## src/elfl_end.sv

```systemverilog
// intentionally minimal: no further logic
`default_nettype none
`default_nettype wire

```

## src/elfl_pkg.sv

```systemverilog
// package of the enable latch and link fault block: widths, offsets, reset values, mapping defaults
// assumes one 100 MHz clock domain; every field is reached as elfl_pkg::name
package elfl_pkg;

   // ****************************************
   // widths
   // ****************************************
   localparam int BUS_W = 4;
   localparam int CHAN_N = 2;
   localparam int ADDR_W = 8;
   localparam int DATA_W = 32;
   localparam int EVT_W = 6;
   localparam int SYNC_W = 14;

   // ****************************************
   // register offsets (byte addresses)
   // ****************************************
   localparam logic [7:0] OFS_EVT_STATUS = 8'h00;
   localparam logic [7:0] OFS_EVT_CLEAR = 8'h04;
   localparam logic [7:0] OFS_EVT_ENABLE = 8'h08;
   localparam logic [7:0] OFS_LATCH_STATE = 8'h0C;
   localparam logic [7:0] OFS_LINK_STATE = 8'h10;

   // ****************************************
   // event bit positions
   // ****************************************
   localparam int EVT_FAULT_A = 0;
   localparam int EVT_FAULT_B = 1;
   localparam int EVT_OE_CAPTURE = 2;
   localparam int EVT_RX_CAPTURE = 3;
   localparam int EVT_BIST_CAPTURE = 4;
   localparam int EVT_DEV_RESET = 5;

   // ****************************************
   // latch state register field positions
   // ****************************************
   localparam int LST_OE_LSB = 0;
   localparam int LST_RX_LSB = 4;
   localparam int LST_BIST_LSB = 8;

   // ****************************************
   // reset values
   // ****************************************
   localparam logic [3:0] RST_OE_LATCH = 4'h0;
   localparam logic [3:0] RST_RX_LATCH = 4'h0;
   localparam logic [3:0] RST_BIST_LATCH = 4'hF;
   localparam logic [5:0] RST_EVT = 6'h00;
   localparam logic [13:0] RST_SYNC = 14'h0000;

   // ****************************************
   // default bus bit per target, two bits each, target 0 in the low pair
   // ****************************************
   localparam logic [7:0] OE_MAP_DEF = 8'hE4;
   localparam logic [3:0] RX_MAP_DEF = 4'h4;
   localparam logic [7:0] BIST_MAP_DEF = 8'hE4;

   // ****************************************
   // carriers
   // ****************************************
   typedef struct packed {
      logic freq_out_of_range;
      logic amplitude_low;
      logic density_low;
   } elfl_fault_t;

   typedef struct packed {
      logic [1:0] rx_bist_en_n;
      logic [1:0] tx_bist_en_n;
      logic [1:0] rx_power_en;
      logic [3:0] driver_en;
   } elfl_cfg_t;

endpackage

```

## src/elfl_top.sv

```systemverilog
// enable latches and link fault outputs of a dual-channel serial transceiver
// assumes pins arrive asynchronously; register port is synchronous to sys_clk
// How it works
// RQ1: while the output-enable latch is open the shared bus steers the serial driver enables.
// RQ2: a high driver-enable bit turns its serial driver on, a low bit powers it down.
// RQ3: when the output-enable latch closes its last bus value is held.
// RQ4: a device reset clears the output-enable latch so every driver is off.
// RQ5: while the receive power latch is open the bus steers the receive power enables, high active, low saving.
// RQ6: when the receive power latch closes its last bus value is held.
// RQ7: a device reset clears the receive power latch so both receive channels are off.
// RQ8: while the self-test latch is open the bus steers the self-test enables, low testing, high normal.
// RQ9: when the self-test latch closes its last bus value is held.
// RQ10: a device reset while the self-test latch is closed returns every channel to normal operation.
// RQ11: each link fault output goes low on frequency out of range or amplitude too low.
// RQ12: it also goes low on low transition density or a disabled receive channel.
// RQ13: each target takes one fixed bus bit, chosen by a parameter.
// RQ14: the controller keeps the bus stable around a closing latch and opens only one latch at a time.
`timescale 1ns/1ps
`default_nettype none

module elfl_top #(
   parameter logic [7:0] OE_MAP = elfl_pkg::OE_MAP_DEF,
   parameter logic [3:0] RX_MAP = elfl_pkg::RX_MAP_DEF,
   parameter logic [7:0] BIST_MAP = elfl_pkg::BIST_MAP_DEF
) (
   // clock and reset
   input wire logic sys_clk,
   input wire logic srst,
   // configuration pins
   input wire logic out_enable_latch_open,
   input wire logic rx_power_latch_open,
   input wire logic selftest_latch_open,
   input wire logic [3:0] shared_enable_bus,
   input wire logic device_reset_n,
   // receive fault conditions, one per channel
   input wire elfl_pkg::elfl_fault_t fault_chan_a,
   input wire elfl_pkg::elfl_fault_t fault_chan_b,
   // configuration outputs
   output elfl_pkg::elfl_cfg_t cfg_out,
   // link fault pins
   output logic link_fault_n_chan_a,
   output logic link_fault_n_chan_b,
   // register port
   input wire logic [7:0] reg_addr,
   input wire logic [31:0] reg_wdata,
   input wire logic reg_wr,
   input wire logic reg_rd,
   output logic [31:0] reg_rdata,
   // interrupt
   output logic irq
);

   // ****************************************
   // helpers
   // ****************************************
   function automatic logic pick_bit(input logic [3:0] bus, input logic [1:0] idx);
      pick_bit = bus[idx];
   endfunction

   function automatic logic fell(input logic prev, input logic now);
      fell = prev & ~now;
   endfunction

   // ****************************************
   // pin synchronisers
   // ****************************************
   // three stages; the filtered level moves only when stages two and three agree,
   // so a single-cycle glitch on a pin never reaches the latches
   logic [13:0] pin_raw;
   logic [13:0] sync1_ff;
   logic [13:0] sync2_ff;
   logic [13:0] sync3_ff;
   logic [13:0] filt_ff;
   logic [13:0] filt_prev_ff;

   assign pin_raw = {fault_chan_b, fault_chan_a, device_reset_n, shared_enable_bus,
                     selftest_latch_open, rx_power_latch_open, out_enable_latch_open};

   always_ff @(posedge sys_clk) begin
      if (srst) begin
         sync1_ff <= elfl_pkg::RST_SYNC;
         sync2_ff <= elfl_pkg::RST_SYNC;
         sync3_ff <= elfl_pkg::RST_SYNC;
      end else begin
         sync1_ff <= pin_raw;
         sync2_ff <= sync1_ff;
         sync3_ff <= sync2_ff;
      end
   end

   genvar gi;
   generate
      for (gi = 0; gi < elfl_pkg::SYNC_W; gi = gi + 1) begin : g_filt
         always_ff @(posedge sys_clk) begin
            if (srst) begin
               filt_ff[gi] <= 1'b0;
            end else if (sync2_ff[gi] == sync3_ff[gi]) begin
               filt_ff[gi] <= sync3_ff[gi];
            end
         end
      end
   endgenerate

   always_ff @(posedge sys_clk) begin
      if (srst) begin
         filt_prev_ff <= elfl_pkg::RST_SYNC;
      end else begin
         filt_prev_ff <= filt_ff;
      end
   end

   logic oe_open;
   logic rx_open;
   logic bist_open;
   logic [3:0] bus_val;
   logic dev_rst_n;
   elfl_pkg::elfl_fault_t flt_a;
   elfl_pkg::elfl_fault_t flt_b;

   assign oe_open = filt_ff[0];
   assign rx_open = filt_ff[1];
   assign bist_open = filt_ff[2];
   assign bus_val = filt_ff[6:3];
   assign dev_rst_n = filt_ff[7];
   assign flt_a = filt_ff[10:8];
   assign flt_b = filt_ff[13:11];

   logic oe_closed_evt;
   logic rx_closed_evt;
   logic bist_closed_evt;
   logic dev_rst_evt;

   assign oe_closed_evt = fell(filt_prev_ff[0], filt_ff[0]);
   assign rx_closed_evt = fell(filt_prev_ff[1], filt_ff[1]);
   assign bist_closed_evt = fell(filt_prev_ff[2], filt_ff[2]);
   assign dev_rst_evt = fell(filt_prev_ff[7], filt_ff[7]);

   // ****************************************
   // output-enable latch
   // ****************************************
   // the bus is taken each cycle while open, so the value held after closing is the
   // last one seen; the controller keeps the bus steady across the closing edge
   logic [3:0] oe_latch_ff;

   always_ff @(posedge sys_clk) begin
      if (srst) begin
         oe_latch_ff <= elfl_pkg::RST_OE_LATCH;
      end else if (!dev_rst_n) begin
         oe_latch_ff <= elfl_pkg::RST_OE_LATCH; // RQ4
      end else if (oe_open) begin
         oe_latch_ff <= bus_val; // RQ1
      end else begin
         oe_latch_ff <= oe_latch_ff; // RQ3
      end
   end

   // ****************************************
   // receive power latch
   // ****************************************
   logic [3:0] rx_latch_ff;

   always_ff @(posedge sys_clk) begin
      if (srst) begin
         rx_latch_ff <= elfl_pkg::RST_RX_LATCH;
      end else if (!dev_rst_n) begin
         rx_latch_ff <= elfl_pkg::RST_RX_LATCH; // RQ7
      end else if (rx_open) begin
         rx_latch_ff <= bus_val; // RQ5
      end else begin
         rx_latch_ff <= rx_latch_ff; // RQ6
      end
   end

   // ****************************************
   // self-test latch
   // ****************************************
   // a device reset only clears it while closed: an open latch keeps following the bus
   logic [3:0] bist_latch_ff;

   always_ff @(posedge sys_clk) begin
      if (srst) begin
         bist_latch_ff <= elfl_pkg::RST_BIST_LATCH;
      end else if (bist_open) begin
         bist_latch_ff <= bus_val; // RQ8
      end else if (!dev_rst_n) begin
         bist_latch_ff <= elfl_pkg::RST_BIST_LATCH; // RQ10
      end else begin
         bist_latch_ff <= bist_latch_ff; // RQ9
      end
   end

   // ****************************************
   // bit-to-target mapping
   // ****************************************
   elfl_pkg::elfl_cfg_t nxt_cfg;

   generate
      for (gi = 0; gi < 4; gi = gi + 1) begin : g_map4
         assign nxt_cfg.driver_en[gi] = pick_bit(oe_latch_ff, OE_MAP[2*gi +: 2]); // RQ2 RQ13
      end
      for (gi = 0; gi < elfl_pkg::CHAN_N; gi = gi + 1) begin : g_map2
         assign nxt_cfg.rx_power_en[gi] = pick_bit(rx_latch_ff, RX_MAP[2*gi +: 2]); // RQ5 RQ13
         assign nxt_cfg.tx_bist_en_n[gi] = pick_bit(bist_latch_ff, BIST_MAP[2*gi +: 2]); // RQ8 RQ13
         assign nxt_cfg.rx_bist_en_n[gi] = pick_bit(bist_latch_ff, BIST_MAP[2*gi+4 +: 2]); // RQ8 RQ13
      end
   endgenerate

   elfl_pkg::elfl_cfg_t cfg_ff;

   always_ff @(posedge sys_clk) begin
      if (srst) begin
         cfg_ff <= {elfl_pkg::RST_BIST_LATCH, 2'b00, elfl_pkg::RST_OE_LATCH};
      end else begin
         cfg_ff <= nxt_cfg;
      end
   end

   assign cfg_out = cfg_ff;

   // ****************************************
   // link fault
   // ****************************************
   logic [1:0] nxt_fault;
   logic [1:0] fault_ff;

   assign nxt_fault[0] = flt_a.freq_out_of_range | flt_a.amplitude_low // RQ11
                         | flt_a.density_low | ~cfg_ff.rx_power_en[0]; // RQ12
   assign nxt_fault[1] = flt_b.freq_out_of_range | flt_b.amplitude_low // RQ11
                         | flt_b.density_low | ~cfg_ff.rx_power_en[1]; // RQ12

   always_ff @(posedge sys_clk) begin
      if (srst) begin
         fault_ff <= 2'b11;
      end else begin
         fault_ff <= nxt_fault;
      end
   end

   assign link_fault_n_chan_a = ~fault_ff[0];
   assign link_fault_n_chan_b = ~fault_ff[1];

   // ****************************************
   // events
   // ****************************************
   logic [5:0] evt_raw;

   assign evt_raw[elfl_pkg::EVT_FAULT_A] = nxt_fault[0] & ~fault_ff[0];
   assign evt_raw[elfl_pkg::EVT_FAULT_B] = nxt_fault[1] & ~fault_ff[1];
   assign evt_raw[elfl_pkg::EVT_OE_CAPTURE] = oe_closed_evt;
   assign evt_raw[elfl_pkg::EVT_RX_CAPTURE] = rx_closed_evt;
   assign evt_raw[elfl_pkg::EVT_BIST_CAPTURE] = bist_closed_evt;
   assign evt_raw[elfl_pkg::EVT_DEV_RESET] = dev_rst_evt;

   // ****************************************
   // register port
   // ****************************************
   logic wr_clear;
   logic wr_enable;

   assign wr_clear = reg_wr && (reg_addr == elfl_pkg::OFS_EVT_CLEAR);
   assign wr_enable = reg_wr && (reg_addr == elfl_pkg::OFS_EVT_ENABLE);

   logic [5:0] evt_status_ff;
   logic [5:0] evt_enable_ff;

   // a new event beats a clear written in the same cycle
   always_ff @(posedge sys_clk) begin
      if (srst) begin
         evt_status_ff <= elfl_pkg::RST_EVT;
      end else if (wr_clear) begin
         evt_status_ff <= (evt_status_ff & ~reg_wdata[5:0]) | evt_raw;
      end else begin
         evt_status_ff <= evt_status_ff | evt_raw;
      end
   end

   always_ff @(posedge sys_clk) begin
      if (srst) begin
         evt_enable_ff <= elfl_pkg::RST_EVT;
      end else if (wr_enable) begin
         evt_enable_ff <= reg_wdata[5:0];
      end
   end

   logic [31:0] nxt_rdata;

   always_comb begin
      nxt_rdata = 32'h0000_0000;
      case (reg_addr)
         elfl_pkg::OFS_EVT_STATUS: begin
            nxt_rdata[5:0] = evt_status_ff;
         end
         elfl_pkg::OFS_EVT_ENABLE: begin
            nxt_rdata[5:0] = evt_enable_ff;
         end
         elfl_pkg::OFS_LATCH_STATE: begin
            nxt_rdata[elfl_pkg::LST_OE_LSB +: 4] = oe_latch_ff;
            nxt_rdata[elfl_pkg::LST_RX_LSB +: 4] = rx_latch_ff;
            nxt_rdata[elfl_pkg::LST_BIST_LSB +: 4] = bist_latch_ff;
         end
         elfl_pkg::OFS_LINK_STATE: begin
            nxt_rdata[1:0] = fault_ff;
            nxt_rdata[4:2] = {bist_open, rx_open, oe_open};
            nxt_rdata[5] = dev_rst_n;
         end
         default: begin
            nxt_rdata = 32'h0000_0000;
         end
      endcase
   end

   // read data stand only in the cycle after the strobe
   logic [31:0] rdata_ff;

   always_ff @(posedge sys_clk) begin
      if (srst) begin
         rdata_ff <= 32'h0000_0000;
      end else if (reg_rd) begin
         rdata_ff <= nxt_rdata;
      end else begin
         rdata_ff <= 32'h0000_0000;
      end
   end

   assign reg_rdata = rdata_ff;

   // ****************************************
   // interrupt
   // ****************************************
   logic irq_ff;

   always_ff @(posedge sys_clk) begin
      if (srst) begin
         irq_ff <= 1'b0;
      end else begin
         irq_ff <= |(evt_status_ff & evt_enable_ff);
      end
   end

   assign irq = irq_ff;

endmodule

`default_nettype wire

```

## config.mk

```make
export PLATFORM = sky130hd
export DESIGN_NAME = elfl_top
export DESIGN_NICKNAME = d
export VERILOG_FILES = /design/src/elfl_end.sv /design/src/elfl_pkg.sv /design/src/elfl_top.sv
export SDC_FILE = /design/constraint.sdc
export NUM_CORES = 1
export LEC_CHECK = 0
export BUFFER_PORTS_ARGS = -buffer_cell sky130_fd_sc_hd__buf_2
export CAP_MARGIN = 25
export CORE_AREA = 5 5 119 121
export CTS_BUF_LIST = sky130_fd_sc_hd__clkbuf_4 sky130_fd_sc_hd__clkbuf_8
export CTS_CLUSTER_SIZE = 8
export DETAILED_ROUTE_END_ITERATION = 7
export DIE_AREA = 0 0 124 126
export PLACE_DENSITY = 0.48
export SLEW_MARGIN = 20
export SYNTH_ARGS = -nofsm -noshare
export SYNTH_HDL_FRONTEND = slang
export SYNTH_SLANG_ARGS = --single-unit
```

## constraint.sdc

```tcl
create_clock -name sys_clk -period 1.8 [get_ports sys_clk]
set_clock_uncertainty 0.05 [all_clocks]
set_input_delay 0.09 -clock sys_clk [delete_from_list [all_inputs] [get_ports sys_clk]]
set_output_delay 0.09 -clock sys_clk [all_outputs]
set_load 0.01 [all_outputs]
```

# Word-level counts from Yosys, hierarchy flattened
# Index checks and enable logic that the tools add are counted.
# word_totals
ff_bits,133
input_bits,58
output_inout_bits,45
elab_cells,89
# op_classes
n_eq_ne,19
reduce_logical,7
bitwise_logic,27
muxes,4
# op_table
cell,n
6-bit one-hot mux with 4 select lines,1
"8-bit by 4-bit == test with 1-bit output, second input constant",2
1-bit == test,14
6-bit bitwise AND,2
6-bit OR,2
1-bit inverter,10
"8-bit by 3-bit == test with 1-bit output, second input constant",1
"8-bit by 5-bit == test with 1-bit output, second input constant",1
8-bit zero test,1
4-bit two-way mux,2
1-bit bitwise AND,6
6-bit two-way mux,1
6-bit inverter,1
1-bit OR,6
6-bit OR reduction,1
2-bit OR reduction,2
3-bit OR reduction,1
1-bit logical AND,2
"2-bit != test, second input constant",1

# Depth between registers and ports, before layout
# Gate-level depths: netlist (run 1).
# logic_depth
depth_word,6
ltp_mapped,5
ltp_nobuf,4

# Least setup slack after synthesis (run 1)
# Ideal clock, no wire load.
# synth_path
kind,in2reg
from,in reg_addr[1]
to,reg evt_enable_ff[0]
setup_ns,0.128
arrival_time_ns,1.251
required_ns,1.622
cell_stages,5
slack_ns,0.372
n_path_buf,1
cell_sequence,or4_1 > and4bb_1 > buf_4 > mux2i_1 > nor2_1
# synth_between
elab_chain_len,2
# synth_lines
element,line,source
from (decl),elfl_top.sv:44,"input wire logic [7:0] reg_addr,"
8-bit by 4-bit == test with 1-bit output,elfl_top.sv:261,assign wr_enable = reg_wr && (reg_addr == elfl_pkg::OFS_EVT_ENABLE);
1-bit logical AND,elfl_top.sv:261,
to (signal assigned),elfl_top.sv:279,evt_enable_ff <= elfl_pkg::RST_EVT;
to (signal assigned),elfl_top.sv:281,evt_enable_ff <= reg_wdata[5:0];
to (decl),elfl_top.sv:264,logic [5:0] evt_enable_ff;
# No other way between the ends.
# A chain may end at the register's enable or synchronous reset.

# Worst setup path after layout (run 1)
# layout_path
from,in reg_addr[5]
to,reg evt_status_ff[5]
# layout_between
elab_chain_len,3
# layout_lines
element,line,source
8-bit by 3-bit == test with 1-bit output,elfl_top.sv:260,assign wr_clear = reg_wr && (reg_addr == elfl_pkg::OFS_EVT_CLEAR);
1-bit logical AND,elfl_top.sv:260,
6-bit two-way mux,elfl_top.sv:270,end else if (wr_clear) begin
to (signal assigned),elfl_top.sv:269,evt_status_ff <= elfl_pkg::RST_EVT;
to (signal assigned),elfl_top.sv:271,evt_status_ff <= (evt_status_ff & ~reg_wdata[5:0]) | evt_raw;
to (signal assigned),elfl_top.sv:273,evt_status_ff <= evt_status_ff | evt_raw;
to (decl),elfl_top.sv:263,logic [5:0] evt_status_ff;
# No other way between the ends.

==> results of run 1 <==
metal layers:
layer	share of wire	global-route usage	wire (microns)	vias to the layer above
li1	-	-	-	1332
met1	0.47	0.138	3520	1203
met2	0.44	0.142	3310	66
met3	0.067	0.0291	500	12
met4	0.020	0.0438	149	0
met5	0	0	0	-
power by group:
part	internal, mW	switching (mW)
logic	0.0920	0.103
clock network	0.723	0.788
registers	2.45	0.0147
per-stage QoR:
stage          hold WS, ns  setup slack [ns]  total power [mW]
2_1_floorplan        0.168             0.372              2.65
3_3_place_gp         0.254             0.168              2.68
3_5_place_dp         0.253             0.173              2.68
4_1_cts             0.0311             0.546              4.24
5_1_grt             0.0545             0.440              4.36
6_report            0.0548             0.541              4.17
layout make-up:
type,count,area (sq um),area share
Tap cell,176,220,0.0479
Sequential cell,109,2180,0.475
Clock inverter,5,57.6,0.0125
Clock buffer,11,151,0.0330
Multi-Input combinational cell,236,1460,0.317
Timing Repair Buffer,79,515,0.112
Inverter,3,11.3,0.00245
logic make-up after synthesis:
family,synth area share
AO/OA/AOI/OAI,0.105
other,0.000982
flip-flops,0.571
buffers and inverters,0.0659
multiplexers,0.0396
AND/OR/NAND/NOR,0.217
registers in the layout, indices dropped and copies added, names as in the netlist, 6 cells and up:
signal         cells
cfg_out           10
evt_enable_ff      6
reg_rdata         12
filt_ff            6
sync3_ff          14
evt_status_ff      6
sync2_ff          14
sync1_ff          14
final timing paths:
check,startpoint,to,slack [ns]
min reg2reg,sync1_ff[9],sync2_ff[9],0.39
max,reg_addr[5],evt_status_ff[5],0.54
min,srst,sync1_ff[8],0.05
max reg2reg,evt_enable_ff[4],reg_rdata[4],0.55
placed cells by master (no fill, tap or decap), drive strengths merged, types with 2 or more instances in the layout:
cell / Yosys / layout
nor2b: 55 / 55
buf: 25 / 59
o41ai: 6 / 6
dfxtp: 109 / 109
nor2: 18 / 18
a22oi: 8 / 8
nor4b: 3 / 3
nand2: 25 / 25
inv: 3 / 4
dlygate4sd3: 0 / 20
clkinv: 0 / 3
clkbuf: 14 / 11
conb: 1 / 20
a22o: 6 / 6
nor3b: 6 / 6
or4: 2 / 2
and2: 7 / 7
nand2b: 8 / 8
mux2i: 14 / 14
o21bai: 4 / 4
or2: 7 / 7
o21ai: 14 / 14
a21oi: 24 / 24
==> metrics.md, run 1 <==
| Metric | Value |
|---|---|
| Via count | 2613 |
| Row Count | 42 |
| I/O pin cnt | 103 |
| Post-layout min period | 1.26 ns |
| Post-synth EDFFs | 0 |
| Detail-routed via count per cell | 4.22 |
| PostCTS Resize Cnt | 0 |
| Die area | 0.0156 sq mm |
| CP Launch Type | primary input |
| Critical path's top delay family | simple AND/OR/NAND/NOR gates |
| Clk sinks | 109 |
| Worst endpoint required time | 2.00 ns |
| Worst hold path depth | 2 |
| Crit path max-delay cell type | or4_4 |
| Power per cell area | 907 mW/mm^2 |
| Worst reg-to-reg path cell count | 4 |
| CORE AREA | 0.0130 sq mm |
| Fin crit share | 0.699 |
| WP depth | 4 |
| Hold-fix buffers, CTS | 20 |
| Area contributors post-synth | dfxtp_1, nor2b_1, buf_4, mux2i_1, a21oi_1 |
| Worst EP arrival | 1.45 ns |
| Slowest stage delay, CP | 0.63 ns |
| Final WL | 7490 microns |
| FFs w/ async S/R, synth | 0 |
| Largest net degree at the start of global routing | 51 |
| Cell area after layout | 0.00459 sq mm |
| Share of layout cells above drive strength 1 | 0.199 |
| Area leader, netlist | dfxtp_1 |
| Mapped Area | 0.00382 sq mm |
| Final Util | 0.354 |
| Fillcell total | 1327 |
| Buffers & Inverters on Critical Path | 1 |
| Synth Area per Inst | 10.4 sq um |
| Post-route insts no fill | 619 |
| Dpl hpwl | 5320 microns |
| Layout area overhead | 20.3% |
| Max cap viols | 0 |
| Seq cells post-synth | 109 |
| Post-Synthesis Cells | 368 |
| DP Area | 0.00419 sq mm |
| CP Capture Type | flip-flop |
| First-pass GRT wire length | 12200 microns |
| Die W | 124 microns |
| Tot GR Track Use | 0.0995 |
| Antenna violations before repair | 0 |
| Port bufs | 56 |
| Die Height | 126 microns |
| Count leader, synth | dfxtp_1 |
| TritonRoute pass-1 iters | 4 |
| WL per Instance | 12.1 microns |
| Slew Viols, Final | 0 |
| CTS Buf Count | 9 |
| CTS H-Tree Depth | 3 |
| Antenna diodes | 0 |
| Synth cell types | 35 |
| Critical path, cell by cell | buf_2, or4_4, o41ai_1, a21oi_1 |
| Drt drc | 0 |
| Clock latency on the worst-skew pair | 0.35 ns |
| Status | finished, final reports clean |
| Worst-path clk slew | 0.10 ns |
| CTS tree | built |
| Final setup fails | 0 |
| Hold WC Path Type | in2reg |
| Commonest cells in the netlist | dfxtp_1, nor2b_1, nand2_1 |
| RSZ-0062 raised after global routing | no |
| Fmax achieved | 795 MHz |
| GP Congestion | 0.810 |
| Initial Utilization | 0.294 |
| Top cell type's share of synthesized area | 0.571 |
| Postcts setup bufs | 0 |
| Worst vdd ir | 0.308 mV |
| Gr ovfl total | 0 |
| Antenna-violating nets left | 0 |
| Setup TNS | 0 ns |
| Critical path class | in2reg |
| Leak | 1.79 nW |
| Ys Warns | 0 |
| Register area share after synthesis | 0.571 |
| Largest fanout on the critical path | 8 |
| Top FF cell, synth | dfxtp_1 |
| Placed Cells | 583 |
| Vias in the first global route | 2423 |
| Nets | 496 |
| Root Driver | clkbuf_8 |
| Final hold vios | 0 |
| Max Root-Sink Buffers | 2 |
| Initial DRC Count | 96 |
Power figures use the tool's default switching activity.
==> run 2, diff against run 1 <==
==> constraint.sdc (replaced) <==
create_clock -name sys_clk -period 1.2 [get_ports sys_clk]
set_clock_uncertainty 0.05 [all_clocks]
set_input_delay 0.06 -clock sys_clk [delete_from_list [all_inputs] [get_ports sys_clk]]
set_output_delay 0.06 -clock sys_clk [all_outputs]
set_load 0.01 [all_outputs]
==> metrics.md, run 2 (synthesis results as in run 1) <==
| Metric | Value |
|---|---|
| Tot GR Track Use | 0.105 |
| CP Launch Type | flip-flop |
| DR top layer | met4 |
| Status | finished, final reports clean |
| Fin crit share | 0.992 |
| Flop2flop setup slack | 0.009 ns |
| Worst reg-to-reg path cell count | 4 |
| GP Congestion | 0.832 |
| Antenna violations before repair | 0 |
| Via count | 2608 |
| Hold WC Path Type | in2reg |
| Largest net degree at the start of global routing | 41 |
| Detail-routed via count per cell | 4.09 |
| Placed Cells | 599 |
| Crit path max-delay cell type | dfxtp_1 |
| Max cap viols | 0 |
| Hold endpoint | evt_status_ff[5] |
| Layout area overhead | 27.4% |
| Final setup fails | 0 |
| CP Capture Type | flip-flop |
| CTS Buf Count | 9 |
| Worst Hold Margin | 0.0774 ns |
| Gr ovfl total | 0 |
| Die area | 0.0156 sq mm |
| Pre-CTS setup slack | -0.360 ns |
| Largest fanout on the critical path | 2 |
| Critical path's top delay family | compound AO/OA/AOI/OAI gates |
| Fillcell total | 1331 |
| Port bufs | 56 |
| Drt drc | 0 |
| Worst endpoint required time | 1.42 ns |
| Worst vdd ir | 0.444 mV |
| CTS tree | built |
| Max Root-Sink Buffers | 2 |
| Clk sinks | 109 |
| First-pass GRT wire length | 12900 microns |
| FF-to-FF End | reg_rdata[4] |
| Die Height | 126 microns |
| Setup WS post-layout | 0.00931 ns |
| Final Util | 0.375 |
| Final hold vios | 0 |
| Commonest cells after routing, fill and taps aside | dfxtp_1, buf_2, nor2b_1, nand2_1, a21oi_1 |
| FF-to-FF Start | rx_latch_ff[0] |
| Post-route insts no fill | 638 |
| Critical path, cell by cell | mux2_2, a22o_1, a22oi_2, nor2_1 |
| WL per Instance | 12.1 microns |
| Post-layout min period | 1.19 ns |
| DP Area | 0.00438 sq mm |
| Buffers & Inverters on Critical Path | 0 |
| Nets | 515 |
| Final WL | 7730 microns |
| Dpl hpwl | 5570 microns |
| CORE AREA | 0.0130 sq mm |
| RSZ-0062 raised after global routing | yes |
| Antenna-violating nets left | 0 |
| Met2 routed WL | 3500 microns |
| Antenna diodes | 0 |
| Leak | 1.91 nW |
| TritonRoute pass-1 iters | 4 |
| M1 WL | 3560 microns |
| Initial DRC Count | 86 |
| Worst EP arrival | 1.41 ns |
| Share of layout cells above drive strength 1 | 0.258 |
| Die W | 124 microns |
| Power per cell area | 1340 mW/mm^2 |
| Worst hold path depth | 3 |
| Critical path class | reg2reg |
| Vias in the first global route | 2613 |
| Cell area after layout | 0.00486 sq mm |
| CTS H-Tree Depth | 3 |
| Slew Viols, Final | 0 |
| Pwr Total | 6.52 mW |
| Worst-path clk slew | 0.10 ns |
| Most common cell after layout, fill and taps aside | dfxtp_1 |
| Row Count | 42 |
| Clock latency on the worst-skew pair | 0.36 ns |
| Slowest stage delay, CP | 0.34 ns |
| Met3 Routed Length | 526 microns |
| Fmax achieved | 840 MHz |
| Initial Utilization | 0.294 |
| I/O pin cnt | 103 |
| Setup TNS | 0 ns |
| Root Driver | clkbuf_8 |
| Worst min-delay path startpoint | srst |
| Leading registers by flop count | sync1_ff: 14 flops, sync2_ff: 14 flops, sync3_ff: 14 flops |
==> run 2: cell count changes in the layout (fill, tap and decap cells not counted), sizes merged <==
| cell | delta |
|---|---|
| bufinv | +1 |
| buf | +18 |
| clkinvlp | +1 |
| clkinv | -2 |
| dlygate4sd3 | +1 |
==> run 2: how the worst max path moves through the flow <==
stage                       endpoint  depth (start not counted)             start
finish                  reg_rdata[4]                          4    rx_latch_ff[0]
global route            reg_rdata[4]                          4  evt_enable_ff[4]
floorplan           evt_enable_ff[0]                          5       reg_addr[1]
CTS                 evt_status_ff[0]                          3       filt_ff[10]
global placement        reg_rdata[0]                          5       reg_addr[5]
detailed placement  evt_enable_ff[0]                          6       reg_addr[1]
==> run 2: per-layer routing <==
metal	track usage	up-vias
met5	0	-
met4	0.0464	0
met3	0.0350	11
met2	0.157	63
met1	0.138	1169
li1	-	1365
==> run 2: repair_timing <==
item,4_1_cts,5_1_grt
setup buffers,0,2
hold buffers,21,0
pin swaps,3,2
setup endpoints to repair,1,7
gates resized for setup,2,4
hold endpoints to repair,20,0
cloned,0,0
==> run 2: area by class of cell <==
cell class | instances | area, sq um | share of cell area
sequential | 109 | 2180 | 0.449
multi-input combinational | 236 | 1530 | 0.315
clock inverter | 5 | 81.3 | 0.0167
clock buffer | 11 | 151 | 0.0311
tap | 176 | 220 | 0.0453
inverter | 3 | 11.3 | 0.00231
timing repair buffer | 98 | 686 | 0.141
==> run 2: worst register-to-register path: stages, from the launching register on <==
cell and delay [ns]:
dfxtp_1 0.34, mux2_2 0.27, a22o_1 0.22, a22oi_2 0.17, nor2_1 0.05
==> run 2: report_power, final <==
part,internal (mW),leakage (nW),switching [mW]
clock network,1.29,0.116,1.20
registers,3.67,0.886,0.0213
logic,0.164,0.911,0.167
total,5.13,1.91,1.39
==> run 3, diff against run 2 <==
--- a/config.mk
+++ b/config.mk
@@ -13,6 +13,7 @@
 export DETAILED_ROUTE_END_ITERATION = 7
 export DIE_AREA = 0 0 124 126
 export PLACE_DENSITY = 0.48
+export REMOVE_ABC_BUFFERS = 1
 export SLEW_MARGIN = 20
 export SYNTH_ARGS = -nofsm -noshare
 export SYNTH_HDL_FRONTEND = slang
==> constraint.sdc (replaced) <==
create_clock -name sys_clk -period 1.2 [get_ports sys_clk]
set_clock_uncertainty 0.05 [all_clocks]
set_input_delay 0.18 -clock sys_clk [delete_from_list [all_inputs] [get_ports sys_clk]]
set_output_delay 0.18 -clock sys_clk [all_outputs]
set_load 0.01 [all_outputs]
==> metrics.md, run 3 (synthesis results as in run 1) <==
| Metric | Value |
|---|---|
| Status | finished, violations left |
| Violated checks | negative setup slack |
| Pre-CTS setup slack | -0.522 ns |
| Hold WC Path Type | in2reg |
| Dpl hpwl | 5640 microns |
| Antenna violations before repair | 0 |
| GP Congestion | 0.781 |
| CP Capture Type | flip-flop |
| CP Launch Type | primary input |
| Layout area overhead | 27.7% |
| CORE AREA | 0.0130 sq mm |
| Final setup fails | 18 |
| Die area | 0.0156 sq mm |
| Via count | 2631 |
| Critical path class | in2reg |
| Final Util | 0.376 |
| I/O pin cnt | 103 |
| Antenna diodes | 0 |
| Fillcell total | 1326 |
| Most common cell after layout, fill and taps aside | dfxtp_1 |
| First-pass GRT wire length | 12800 microns |
| Commonest cells after routing, fill and taps aside | dfxtp_1, nor2b_1, buf_2, nand2_1, buf_4 |
| Initial Utilization | 0.294 |
| Share of layout cells above drive strength 1 | 0.285 |
| Flop2flop setup slack | 0 ns |
| Slew Viols, Final | 0 |
| Port bufs | 56 |
| Largest net degree at the start of global routing | 31 |
| Clock latency on the worst-skew pair | 0.37 ns |
| Initial DRC Count | 115 |
| Die Height | 126 microns |
| Fin crit share | 1.04 |
| Nets | 513 |
| Leak | 1.91 nW |
| Max Root-Sink Buffers | 2 |
| Final hold vios | 0 |
| Largest fanout on the critical path | 6 |
| FF-to-FF Start | evt_enable_ff[4] |
| RSZ-0062 raised after global routing | yes |
| Post-layout min period | 1.24 ns |
| Power per cell area | 1350 mW/mm^2 |
| Vias in the first global route | 2538 |
| Clk sinks | 109 |
| Setup WS post-layout | -0.0435 ns |
| Worst endpoint required time | 1.42 ns |
| Row Count | 42 |
| Cell area after layout | 0.00488 sq mm |
| CTS Buf Count | 9 |
| Die W | 124 microns |
| Max cap viols | 0 |
| TritonRoute pass-1 iters | 4 |
| Worst Hold Margin | 0.0199 ns |
| CP startpoint | reg_addr[6] |
| CTS H-Tree Depth | 3 |
| Antenna-violating nets left | 0 |
| Drt drc | 0 |
| WL per Instance | 12.5 microns |
| Detail-routed via count per cell | 4.14 |
| Pwr Total | 6.56 mW |
| DP Area | 0.00435 sq mm |
| Tot GR Track Use | 0.105 |
| Worst EP arrival | 1.46 ns |
| Worst-path clk slew | 0.11 ns |
| Final WL | 7960 microns |
| Worst min-delay path startpoint | reg_wdata[1] |
| Worst vdd ir | 0.478 mV |
| Gr ovfl total | 0 |
| Leading registers by flop count | sync1_ff: 14 flops, sync2_ff: 14 flops, sync3_ff: 14 flops |
| Fmax achieved | 804 MHz |
| CTS tree | built |
| Root Driver | clkbuf_8 |
-- run 3: changes by cell type in the layout (fill, tap and decap cells not counted), moves of 2 or more --
cell and delta:
buf_2 -3, dfxtp_1 -4, buf_4 +3, a21oi_1 -4, a21oi_2 +4, nor4b_2 -2
dfxtp_2 +4, dlygate4sd3_1 -5, buf_6 +4, clkinv_4 +2
-- run 3: stage by stage --
stage	setup TNS (ns)	instances
2_1_floorplan	-5.60	348
3_3_place_gp	-9.90	603
3_5_place_dp	-10.46	603
4_1_cts	-0.189	635
5_1_grt	-0.773	636
6_report	-0.358	636
-- run 3: worst max-delay path: stages --
cell and delay [ns]:
buf_6 0.09, or4_4 0.53, and4bb_1 0.28, buf_6 0.14, mux2i_1 0.18, nor2_1 0.06
-- run 3: what timing repair did --
| action | CTS | global route |
|---|---|---|
| setup endpoints to repair | 15 | 27 |
| hold endpoints to repair | 16 | 0 |
| hold buffers | 16 | 0 |
| buffers inserted | 0 | 1 |
| cloned | 0 | 0 |
| pin swaps | 7 | 7 |
| gates resized for setup | 9 | 18 |
-- run 3: worst paths after layout --
check	endpoint	cells after the start
max	evt_enable_ff[4]	6
min	evt_enable_ff[1]	3
max reg2reg	reg_rdata[4]	4
min reg2reg	sync2_ff[12]	1
-- run 3: layer usage --
| metal | up-vias | track usage | part of all wire |
|---|---|---|---|
| met1 | 1204 | 0.140 | 0.47 |
| met4 | 0 | 0.0445 | 0.019 |
| met2 | 52 | 0.160 | 0.46 |
| met5 | - | 0 | 0 |
| li1 | 1364 | - | - |
| met3 | 11 | 0.0291 | 0.049 |
-- run 3: power breakdown --
group	switching (mW)	internal [mW]
sequential	0.0214	3.67
combinational	0.176	0.169
clock	1.23	1.29
-- run 3: area by class of cell --
type	instances	area (sq um)	area share
sequential	109	2190	0.449
timing repair buffer	96	668	0.137
clock buffer	11	151	0.0310
multi-input combinational	236	1560	0.319
clock inverter	5	82.6	0.0169
tap	176	220	0.0452
inverter	3	11.3	0.00231
